File: config.mk
export PLATFORM = sky130hd
export DESIGN_NAME = acs_seq
export DESIGN_NICKNAME = d
export VERILOG_FILES = /design/src/acs_pkg.sv /design/src/acs_clkdiv.sv /design/src/acs_seq.sv
export SDC_FILE = /design/constraint.sdc
export NUM_CORES = 1
export LEC_CHECK = 0
export BUFFER_PORTS_ARGS = -buffer_cell sky130_fd_sc_hd__buf_2
export CORE_ASPECT_RATIO = 1.25
export CORE_MARGIN = 2
export CORE_UTILIZATION = 54
export DETAILED_ROUTE_END_ITERATION = 12
export PLACE_DENSITY = 0.74
export SYNTH_ARGS = -nofsm -noshare
export SYNTH_HDL_FRONTEND = slang
export SYNTH_SLANG_ARGS = --single-unit
File: constraint.sdc
create_clock -name clk_sys_in -period 2.4 [get_ports clk_sys_in]
set_clock_uncertainty 0.1 [all_clocks]
set_input_delay 0.6 -clock clk_sys_in [delete_from_list [all_inputs] [get_ports clk_sys_in]]
set_output_delay 0.6 -clock clk_sys_in [all_outputs]
set_load 0.02 [all_outputs]
File: src/acs_pkg.sv
// constants for the converter sequencing block
// assumes a single peripheral bus clock drives everything
package acs_pkg;
    localparam logic [1:0] MODE_SW_NOWAIT = 2'h0;
    localparam logic [1:0] MODE_SW_WAIT   = 2'h1;
    localparam logic [1:0] MODE_HW_NOWAIT = 2'h2;
    localparam logic [1:0] MODE_HW_WAIT   = 2'h3;
    localparam logic [2:0] DIV_MAX_SEL    = 3'h5;
    localparam int         DIV_W          = 5;
    localparam int         CNT_W          = 10;
    localparam logic [9:0] SEL_CONV_NM1   = 10'h040;
    localparam logic [9:0] SEL_CONV_NM2   = 10'h0B5;
    localparam logic [9:0] SEL_CONV_LV1   = 10'h050;
    localparam logic [9:0] SEL_CONV_LV2   = 10'h06B;
    localparam logic [9:0] SCAN_CONV_NM1  = 10'h100;
    localparam logic [9:0] SCAN_CONV_NM2  = 10'h2D4;
    localparam logic [9:0] SCAN_CONV_LV1  = 10'h140;
    localparam logic [9:0] SCAN_CONV_LV2  = 10'h1AC;
    localparam logic [9:0] NOWAIT_START_DLY = 10'h001;
    localparam logic [9:0] NOWAIT_IRQ_DLY   = 10'h001;
    localparam logic [9:0] WAIT_IRQ_DLY     = 10'h004;
    localparam logic [9:0] SEQ_IRQ_SHORTEN  = 10'h003;
    localparam logic [9:0] STAB_SLOW        = 10'h004;
    localparam logic [9:0] STAB_MID         = 10'h006;
    localparam logic [9:0] STAB_FAST_0      = 10'h00A;
    localparam logic [9:0] STAB_FAST_1      = 10'h012;
    localparam logic [9:0] STAB_FAST_2      = 10'h022;
    localparam logic [4:0] WAIT_START_PCLK  = 5'h01;
    typedef enum logic [2:0] {
        ACS_IDLE  = 3'b000,
        ACS_START = 3'b001,
        ACS_DLY   = 3'b010,
        ACS_STAB  = 3'b011,
        ACS_CONV  = 3'b100,
        ACS_IRQ   = 3'b101
    } acs_state_t;
    typedef enum logic [1:0] {
        ACS_OP_STOPPED  = 2'b00,
        ACS_OP_TRG_STBY = 2'b01,
        ACS_OP_CNV_STBY = 2'b10,
        ACS_OP_CONVERT  = 2'b11
    } acs_op_t;
endpackage

File: src/acs_clkdiv.sv
// conversion clock tick generator and start-time lookup
// assumes divider select is stable while converting
`timescale 1ns/1ns
module acs_clkdiv (
    input  wire logic       clk_sys_in,
    input  wire logic       resetn_in,
    input  wire logic       sync_in,
    input  wire logic [2:0] clock_divider_sel_in,
    output logic            tick_out,
    output logic [4:0]      start_pclk_out
);
    logic [4:0] cnt_r;
    logic [4:0] term;

    always_comb begin
        unique case (clock_divider_sel_in)
            3'h0: term = 5'h1F;
            3'h1: term = 5'h0F;
            3'h2: term = 5'h07;
            3'h3: term = 5'h03;
            3'h4: term = 5'h01;
            default: term = 5'h00;
        endcase
    end

    // divide by term+1; sync realigns the phase to each start
    always_ff @(posedge clk_sys_in) begin
        if (!resetn_in || sync_in) begin
            cnt_r    <= 5'h00;
            tick_out <= 1'b0;
        end else if (cnt_r >= term) begin
            cnt_r    <= 5'h00;
            tick_out <= 1'b1;
        end else begin
            cnt_r    <= cnt_r + 5'h01;
            tick_out <= 1'b0;
        end
    end

    // no-wait start time in bus clocks; ties to the divider
    always_ff @(posedge clk_sys_in) begin
        if (!resetn_in) begin
            start_pclk_out <= 5'h01;
        end else if (term == 5'h00) begin
            start_pclk_out <= 5'h01;
        end else begin
            start_pclk_out <= term;
        end
    end
endmodule

File: src/acs_seq.sv
// sequencing of one conversion: start time, stabilisation, conversion, irq delay
// assumes software obeys the run/enable write restrictions; all ports synchronous
`timescale 1ns/1ns
module acs_seq (
    input  wire logic       clk_sys_in,
    input  wire logic       resetn_in,
    input  wire logic       run_set_in,
    input  wire logic       run_clr_in,
    input  wire logic       comparator_enable_bit_in,
    input  wire logic [1:0] trig_mode_in,
    input  wire logic       hw_trigger_in,
    input  wire logic       select_scan_sel_in,
    input  wire logic       sequential_in,
    input  wire logic [2:0] clock_divider_sel_in,
    input  wire logic [1:0] voltage_mode_sel_in,
    input  wire logic       low_power_sel_in,
    output logic            conv_run_bit_out,
    output logic [1:0]      op_state_out,
    output logic            converting_out,
    output logic            conv_done_irq_out
);
    acs_pkg::acs_state_t st_r;
    logic [9:0]          cnt_r;
    logic [4:0]          pcnt_r;
    logic                repeat_r;
    logic                run_r;
    logic                tick;
    logic [4:0]          start_pclk;
    logic                div_sync;
    logic                is_wait;
    logic                is_hw;
    logic [9:0]          conv_len;
    logic [9:0]          stab_len;
    logic [9:0]          irq_len;
    logic                begin_conv;

    assign is_wait  = trig_mode_in[0];
    assign is_hw    = trig_mode_in[1];
    // divider held through the start time, so the clock-tick delays follow it
    assign div_sync = (st_r == acs_pkg::ACS_IDLE) || (st_r == acs_pkg::ACS_START);

    acs_clkdiv u_div (
        .clk_sys_in           (clk_sys_in),
        .resetn_in            (resetn_in),
        .sync_in              (div_sync),
        .clock_divider_sel_in (clock_divider_sel_in),
        .tick_out             (tick),
        .start_pclk_out       (start_pclk)
    );

    always_comb begin
        unique case ({select_scan_sel_in, voltage_mode_sel_in})
            3'b000: conv_len = acs_pkg::SEL_CONV_NM1;
            3'b001: conv_len = acs_pkg::SEL_CONV_NM2;
            3'b010: conv_len = acs_pkg::SEL_CONV_LV1;
            3'b011: conv_len = acs_pkg::SEL_CONV_LV2;
            3'b100: conv_len = acs_pkg::SCAN_CONV_NM1;
            3'b101: conv_len = acs_pkg::SCAN_CONV_NM2;
            3'b110: conv_len = acs_pkg::SCAN_CONV_LV1;
            default: conv_len = acs_pkg::SCAN_CONV_LV2;
        endcase
    end

    // stabilisation wait in conversion clocks
    always_comb begin
        if (!low_power_sel_in && clock_divider_sel_in == 3'h2) begin
            stab_len = acs_pkg::STAB_MID;
        end else if (!low_power_sel_in && clock_divider_sel_in < 3'h2) begin
            stab_len = acs_pkg::STAB_SLOW;
        end else if (clock_divider_sel_in == 3'h3) begin
            stab_len = low_power_sel_in ? acs_pkg::STAB_SLOW : acs_pkg::STAB_FAST_0;
        end else if (clock_divider_sel_in == 3'h4) begin
            stab_len = low_power_sel_in ? acs_pkg::STAB_SLOW : acs_pkg::STAB_FAST_1;
        end else begin
            stab_len = low_power_sel_in ? acs_pkg::STAB_MID : acs_pkg::STAB_FAST_2;
        end
    end

    // irq delay: 1 no-wait, 4 wait one-shot, 1 wait sequential
    always_comb begin
        if (!is_wait) begin
            irq_len = acs_pkg::NOWAIT_IRQ_DLY;
        end else if (sequential_in) begin
            irq_len = acs_pkg::WAIT_IRQ_DLY - acs_pkg::SEQ_IRQ_SHORTEN;
        end else begin
            irq_len = acs_pkg::WAIT_IRQ_DLY;
        end
    end

    // hw modes need enable set and a trigger; sw wait starts on run, sw no-wait on run with enable set
    always_comb begin
        if (is_hw) begin
            begin_conv = comparator_enable_bit_in && hw_trigger_in
                         && (is_wait || run_r);
        end else if (is_wait) begin
            begin_conv = run_r;
        end else begin
            begin_conv = run_r && comparator_enable_bit_in;
        end
    end

    // main sequencer; run_clr aborts any conversion in flight
    always_ff @(posedge clk_sys_in) begin
        if (!resetn_in) begin
            st_r     <= acs_pkg::ACS_IDLE;
            cnt_r    <= 10'h000;
            pcnt_r   <= 5'h00;
            repeat_r <= 1'b0;
        end else if (run_clr_in) begin
            st_r     <= acs_pkg::ACS_IDLE;
            repeat_r <= 1'b0;
        end else begin
            unique case (st_r)
                acs_pkg::ACS_IDLE: begin
                    if (begin_conv) begin
                        if (is_hw && repeat_r) begin
                            // repeated hw starts skip start and stab
                            st_r  <= acs_pkg::ACS_CONV;
                            cnt_r <= conv_len;
                        end else begin
                            st_r   <= acs_pkg::ACS_START;
                            // wait modes: one bus clock
                            pcnt_r <= is_wait ? acs_pkg::WAIT_START_PCLK : start_pclk;
                        end
                    end
                end
                acs_pkg::ACS_START: begin
                    if (pcnt_r <= 5'h01) begin
                        st_r  <= is_wait ? acs_pkg::ACS_STAB : acs_pkg::ACS_DLY;
                        cnt_r <= is_wait ? stab_len : acs_pkg::NOWAIT_START_DLY;
                    end else begin
                        pcnt_r <= pcnt_r - 5'h01;
                    end
                end
                acs_pkg::ACS_DLY, acs_pkg::ACS_STAB: begin
                    if (tick) begin
                        if (cnt_r <= 10'h001) begin
                            st_r  <= acs_pkg::ACS_CONV;
                            cnt_r <= conv_len;
                        end else begin
                            cnt_r <= cnt_r - 10'h001;
                        end
                    end
                end
                acs_pkg::ACS_CONV: begin
                    if (tick) begin
                        if (cnt_r <= 10'h001) begin
                            st_r  <= acs_pkg::ACS_IRQ;
                            cnt_r <= irq_len;
                        end else begin
                            cnt_r <= cnt_r - 10'h001;
                        end
                    end
                end
                acs_pkg::ACS_IRQ: begin
                    if (tick && cnt_r <= 10'h001) begin
                        st_r     <= acs_pkg::ACS_IDLE;
                        repeat_r <= sequential_in;
                    end else if (tick) begin
                        cnt_r <= cnt_r - 10'h001;
                    end
                end
                default: st_r <= acs_pkg::ACS_IDLE;
            endcase
        end
    end

    // run bit: set/clear by software, set by hw wait trigger, auto-clear
    always_ff @(posedge clk_sys_in) begin
        if (!resetn_in) begin
            run_r <= 1'b0;
        end else if (run_clr_in) begin
            run_r <= 1'b0;
        end else if (is_hw && is_wait && hw_trigger_in && comparator_enable_bit_in) begin
            run_r <= 1'b1;
        end else if (run_set_in && !(is_hw && is_wait)) begin
            run_r <= 1'b1; // software set ignored in hw wait
        end else if (st_r == acs_pkg::ACS_IRQ && tick && cnt_r <= 10'h001
                     && !sequential_in && !(is_hw && !is_wait)) begin
            run_r <= 1'b0;
        end
    end

    // pulse on completion of each conversion or four-channel scan
    always_ff @(posedge clk_sys_in) begin
        if (!resetn_in) begin
            conv_done_irq_out <= 1'b0;
        end else begin
            conv_done_irq_out <= !run_clr_in && st_r == acs_pkg::ACS_IRQ
                                 && tick && cnt_r <= 10'h001;
        end
    end

    // operating state derived from run, enable, trigger mode and sequencer state
    always_ff @(posedge clk_sys_in) begin
        if (!resetn_in) begin
            op_state_out     <= acs_pkg::ACS_OP_STOPPED;
            conv_run_bit_out <= 1'b0;
            converting_out   <= 1'b0;
        end else begin
            conv_run_bit_out <= run_r;
            converting_out   <= (st_r != acs_pkg::ACS_IDLE);
            unique case ({run_r, comparator_enable_bit_in})
                2'b00: op_state_out <= acs_pkg::ACS_OP_STOPPED;
                2'b01: op_state_out <= (is_hw && is_wait) ? acs_pkg::ACS_OP_TRG_STBY
                                                          : acs_pkg::ACS_OP_CNV_STBY;
                2'b10: op_state_out <= (!is_hw && is_wait) ? acs_pkg::ACS_OP_CONVERT
                                                           : acs_pkg::ACS_OP_STOPPED;
                default: op_state_out <= (is_hw && !is_wait && st_r == acs_pkg::ACS_IDLE)
                                         ? acs_pkg::ACS_OP_TRG_STBY
                                         : acs_pkg::ACS_OP_CONVERT;
            endcase
        end
    end
endmodule

Word-level counts from Yosys, hierarchy flattened:

Cells that the tools add are included.

* reductions and logical operators: 49
* shift operators: 0
* multiply operators: 0
* add/sub/neg operators: 3
* divide/modulo/power cells: 0
* magnitude comparators: 4
* equal/unequal tests: 29
* bitwise logic cells: 2
* muxes and demuxes: 47

Operators with widths (number)
* $mux W10: 10
* $pmux W10 S7: 1
* $pmux W10 S5: 1
* $mux W3: 10
* $mux W6: 5
* $mux W5: 5
* $pmux W5 S5: 1
* $logic_and A1 B1 Y1: 21
* $eq A3 B2 Y1 const B: 6
* $eq A3 B3 Y1 const B: 6
* $pmux W3 S5: 1
* $ne A2 B2 Y1 const B: 7
* $le A10 B1 Y1 const B: 1
* $ne A2 B1 Y1 const B: 5
* $pmux W5 S2: 1
* $sub A10 B1 Y10 const B: 1
* $eq A3 B1 Y1 const B: 3
* $logic_not A3 Y1: 3
* $reduce_and A9 Y1: 1
* $logic_not A1 Y1: 8
* $reduce_or A2 Y1: 4
* $mux W1: 7
* $reduce_and A7 Y1: 1
* $mux W2: 3
* 18 further kinds: 22

* input port bits: 16
* flip-flop bits (word level): 36
* logic and storage cells: 146
* memory bits (writable): 0
* bits in latches: 0
* memories kept: 0
* memory bits (read-only): 0
* output and inout bits: 5

Longest topological paths before layout:

* depth after elaboration: 8
* gate-level depth with buffers: 10
* mapped depth without buffers: 10

By module:

Synthesis repeated with hierarchy kept, for this count alone.

* cell total of the unflattened synthesis: 301
* area, all modules: 2414.8 um^2

By module, submodules not included
* acs_seq: times used 1, area an instance 1933.1 um^2, seq. area each 500.5 um^2, cells each 252
* acs_clkdiv: times used 1, area an instance 481.7 um^2, seq. area each 220.2 um^2, cells each 49

Worst setup path before layout:

OpenSTA, ideal clock, no wires.

* path type: reg-to-reg
* start: register cnt_r[4]
* end: register st_r[2]
* required time: 2.186 ns
* slack: -0.048 ns
* cell stages (with the launch flop): 8
* data arrival time: 2.234 ns
* library setup time: 0.114 ns
* clock period less this slack: 2.448 ns
* path buffers: 1
* cells stage by stage: dfxtp_1 > or4_1 > buf_2 > nor3_4 > nand2_1 > a21oi_1 > mux2_2 > a2111oi_0

* longest elaborated chain between the ends: 4
* elaborated cells on any way between the ends: 6
* classes of those cells: order compare: 1; eq/ne: 3; reduce/logical: 2

RTL lines
* start: declaration: RTL line acs_seq.sv:23 `logic [9:0] cnt_r;`
* start signal: assignment: RTL line acs_seq.sv:119 `cnt_r <= conv_len;`
* start signal: assignment: RTL line acs_seq.sv:130 `cnt_r <= is_wait ? stab_len : acs_pkg::NOWAIT_START_DLY;`
* start signal: assignment: RTL line acs_seq.sv:139 `cnt_r <= conv_len;`
* $le A10 B1 Y1 (*): RTL line acs_seq.sv:137, acs_seq.sv:147, acs_seq.sv:156
* $logic_and A1 B1 Y1: RTL line acs_seq.sv:156 `if (tick && cnt_r <= 10'h001) begin`
* $ne A2 B2 Y1 (no source line)
* $reduce_and A7 Y1 (no source line) (*)
* end signal: assignment: RTL line acs_seq.sv:138 `st_r <= acs_pkg::ACS_CONV;`
* end signal: assignment: RTL line acs_seq.sv:148 `st_r <= acs_pkg::ACS_IRQ;`
* end signal: assignment: RTL line acs_seq.sv:157 `st_r <= acs_pkg::ACS_IDLE;`
* end: declaration: RTL line acs_seq.sv:22 `acs_pkg::acs_state_t st_r;`

Every way passes the cells marked *; elsewhere a longest branch is shown, timed or not.
A chain may end at the register's enable or synchronous reset.

Worst setup path after layout:

* start: register pcnt_r[1]
* end: register st_r[2]

* longest elaborated chain between the ends: 3

RTL lines
* start: declaration: RTL line acs_seq.sv:24 `logic [4:0] pcnt_r;`
* start signal: assignment: RTL line acs_seq.sv:123 `pcnt_r <= is_wait ? acs_pkg::WAIT_START_PCLK : start_pclk;`
* start signal: assignment: RTL line acs_seq.sv:132 `pcnt_r <= pcnt_r - 5'h01;`
* $le A5 B1 Y1: RTL line acs_seq.sv:128 `if (pcnt_r <= 5'h01) begin`
* $ne A2 B1 Y1 (no source line)
* $reduce_and A7 Y1 (no source line)
* end signal: assignment: RTL line acs_seq.sv:129 `st_r <= is_wait ? acs_pkg::ACS_STAB : acs_pkg::ACS_DLY;`
* end signal: assignment: RTL line acs_seq.sv:138
* end signal: assignment: RTL line acs_seq.sv:148

No other way between the ends.

==> results.py <==
metrics = {
    "outcome": {
        "outcome": "finished clean",
    },
    "synthesis": {
        "syn_area_per_cell_um2": 8.034,
        "ys_seq_area_share_pct": 30.93,
        "syn_area_um2": 2330,
        "synth_edf_count": 0,
        "yosysWarningCount": 0,
        "synth_cells": 290,
        "synth_cell_types": 66,
        "ys_ff_latch": 36,
        "synth_nets": 316,
        "ys.flop_type": "dfxtp_1",
        "synthArstFlopShare_pct": 0,
    },
    "floorplanning": {
        "fp-row-count": 26,
        "ios": 21,
        "fp.dieArea_um2": 4859,
        "die_h_um": 77.44,
        "start_util_pct": 56.39,
        "core-area_um2": 4131,
        "die_w_um": 62.75,
    },
    "setup_path": {
        "worstPathArrival_ns": 2.36,
        "startpoint": "pcnt_r[1]",
        "critPathRequiredTime_ns": 2.47,
        "timing.critical_path.fanout_max": 5,
        "rr_startpoint": "pcnt_r[1]",
        "start_kind": "flop",
        "end_kind": "flop",
        "crit_type": "reg -> reg",
    },
    "clock_tree": {
        "cts_buffer_depth": 2,
        "clkTransAtPathRegs_ns": 0.08,
        "clk_latency_ns": 0.29,
        "cts_tree": "yes",
        "clockRootBuffer": "clkbuf_8",
        "cts_sinks": 36,
        "tritoncts.num_buffers": 5,
        "htree_levels": 2,
    },
    "global_route": {
        "grt_pass1_vias": 2243,
        "grt_max_degree": 21,
        "grt_overflow": 0,
        "grt_pass1_wl_mm": 10.08,
        "antenna_found_initial": 0,
        "grt_usage_pct": 25.54,
    },
    "place": {
        "numPortBuffers": 20,
        "gp_congestion": 0.9089,
        "dp_hpwl_mm": 4.324,
        "place_ws_ns": -0.1324,
    },
    "routing": {
        "dr.pass1.iters": 5,
        "first_iter_violations": 129,
        "ant_nets": 0,
        "vias_per_cell": 5.897,
        "via_count": 2288,
        "route.detailed.drc": 0,
        "drt_wl_total_mm": 5.814,
        "avgRoutedWirePerCell_um": 14.98,
    },
    "sta": {
        "post-route-min-period_ns": 2.288,
        "fmax_mhz": 437.1,
        "rsz0062_at_grt": "false",
        "finalHoldViolCount": 0,
        "finalSetupViolCount": 0,
        "min_period_over_period_pct": 95.32,
        "setup_tns_ns": 0,
        "worst_slack_ns": 0.1124,
        "maxSlewViolCount": 0,
    },
    "power_and_ir_drop": {
        "power_mw": 1.406,
        "p_leak_nw": 1.190,
        "ir_drop_mv": 0.3669,
        "p_per_area_nw_per_um2": 501.3,
    },
    "finish": {
        "final_common_cell": "dfxtp_1",
        "fin_util_pct": 67.87,
        "layout-drive-gt1-share_pct": 22.89,
        "n_antenna_cell": 0,
        "nets": 357,
        "area_delta_synth_final_pct": 20.35,
        "most-common-layout-cells": "35 x dfxtp_1, 33 x nor2_1, 27 x buf_4",
    },
    "hold_path": {
        "min_from": "u_div.cnt_r[0]",
        "worstHoldPathType": "reg -> reg",
    },
    "run": {
        "maxCapViolCount": 0,
    },
}
synth_stat cells, types with 3 or more instances:
master / number / share of area [%]
o21ai_0: 17 / 3.7
clkbuf_1: 9 / 1.4
nand2_1: 23 / 3.7
dfxtp_1: 36 / 31
a21oi_1: 18 / 3.9
o21a_1: 3 / 0.97
nor3_1: 9 / 1.9
o21bai_1: 3 / 0.97
nor2_1: 34 / 5.5
o22ai_1: 4 / 1.1
nor2b_1: 6 / 1.6
inv_1: 13 / 2.1
nand2b_1: 7 / 1.9
xor2_1: 6 / 2.3
ha_1: 10 / 5.4
a31oi_1: 8 / 2.1
buf_2: 3 / 0.64
a211oi_1: 3 / 0.97
nand3_1: 7 / 1.5
a21o_1: 4 / 1.3
nand3b_1: 5 / 1.6
layer usage:
layer / part of all wire (%) / track usage [%]
met1: 44 / 30.73
met2: 49 / 45.27
met3: 5.2 / 4.493
met4: 1.9 / 9.333
met5: 0 / 0
cell families (layout without fill, tap and decap cells):
kind of cell | count (synthesis) | after routing | share of synthesized area (%)
multiplexers | 3 | 3 | 1.343
XOR/XNOR | 8 | 8 | 3.008
flip-flops | 36 | 36 | 30.93
AND/OR/NAND/NOR | 113 | 113 | 26.05
buffers and inverters | 27 | 69 | 4.833
other | 1 | 1 | 0.1610
adder cells (fa/ha/maj) | 10 | 10 | 5.371
AO/OA/AOI/OAI | 92 | 92 | 28.30
layout make-up:
cell class / instances / area, um^2
multi-input combinational: 227 / 1529
sequential: 36 / 721.9
clock inverter: 3 / 42.54
tap: 56 / 70.07
fill: 369 / 1328
timing repair buffer: 48 / 322.8
inverter: 13 / 48.80
clock buffer: 5 / 68.82
flip-flops by register name, summed over array words and instances (netlist names):
signal,count
conv_done_irq_out,1
u_div.cnt_r,5
converting_out,1
op_state_out,2
st_r,3
u_div.start_pclk_out,5
u_div.tick_out,1
pcnt_r,5
repeat_r,1
cnt_r,10
run_r,1
conv_run_bit_out,1
per-stage QoR:
step	area (um^2)	hold WS, ns	instances
3_3_place_gp	2651	0.3458	379
4_1_cts	2770	0.3747	388
3_5_place_dp	2651	0.3577	379
6_report	2804	0.3664	388
5_1_grt	2804	0.4203	388
2_1_floorplan	2330	0.3297	290
power by group:
| part | internal, mW | switching [mW] | leakage [nW] |
|---|---|---|---|
| registers | 0.612 | 0.0136 | 0.293 |
| logic | 0.107 | 0.135 | 0.843 |
| clock network | 0.307 | 0.231 | 0.0541 |
critical path, cell delays in order, from the launching register on:
cell       delay [ns]
dfxtp_1          0.37
inv_1            0.09
ha_1             0.18
o21a_1           0.27
a2111oi_4        0.50
a21oi_2          0.09
mux2_2           0.28
a2111oi_0        0.29
repair_timing:
item | in CTS | in global routing
pin swaps | 1 | 1
hold buffers | 0 | 0
setup buffers | 1 | 0
endpoints found under the setup margin | 1 | 11
resized for setup | 0 | 9
final timing paths:
| kind | endpoint | slack (ns) | depth (start not counted) |
|---|---|---|---|
| worst max-delay path | st_r[2] | 0.11 | 7 |
| worst min-delay path | u_div.cnt_r[0] | 0.37 | 1 |
| worst max register to register | st_r[2] | 0.11 | 7 |
| worst min register to register | u_div.cnt_r[0] | 0.37 | 1 |
No activity file was read; power rests on OpenSTA's default activity.
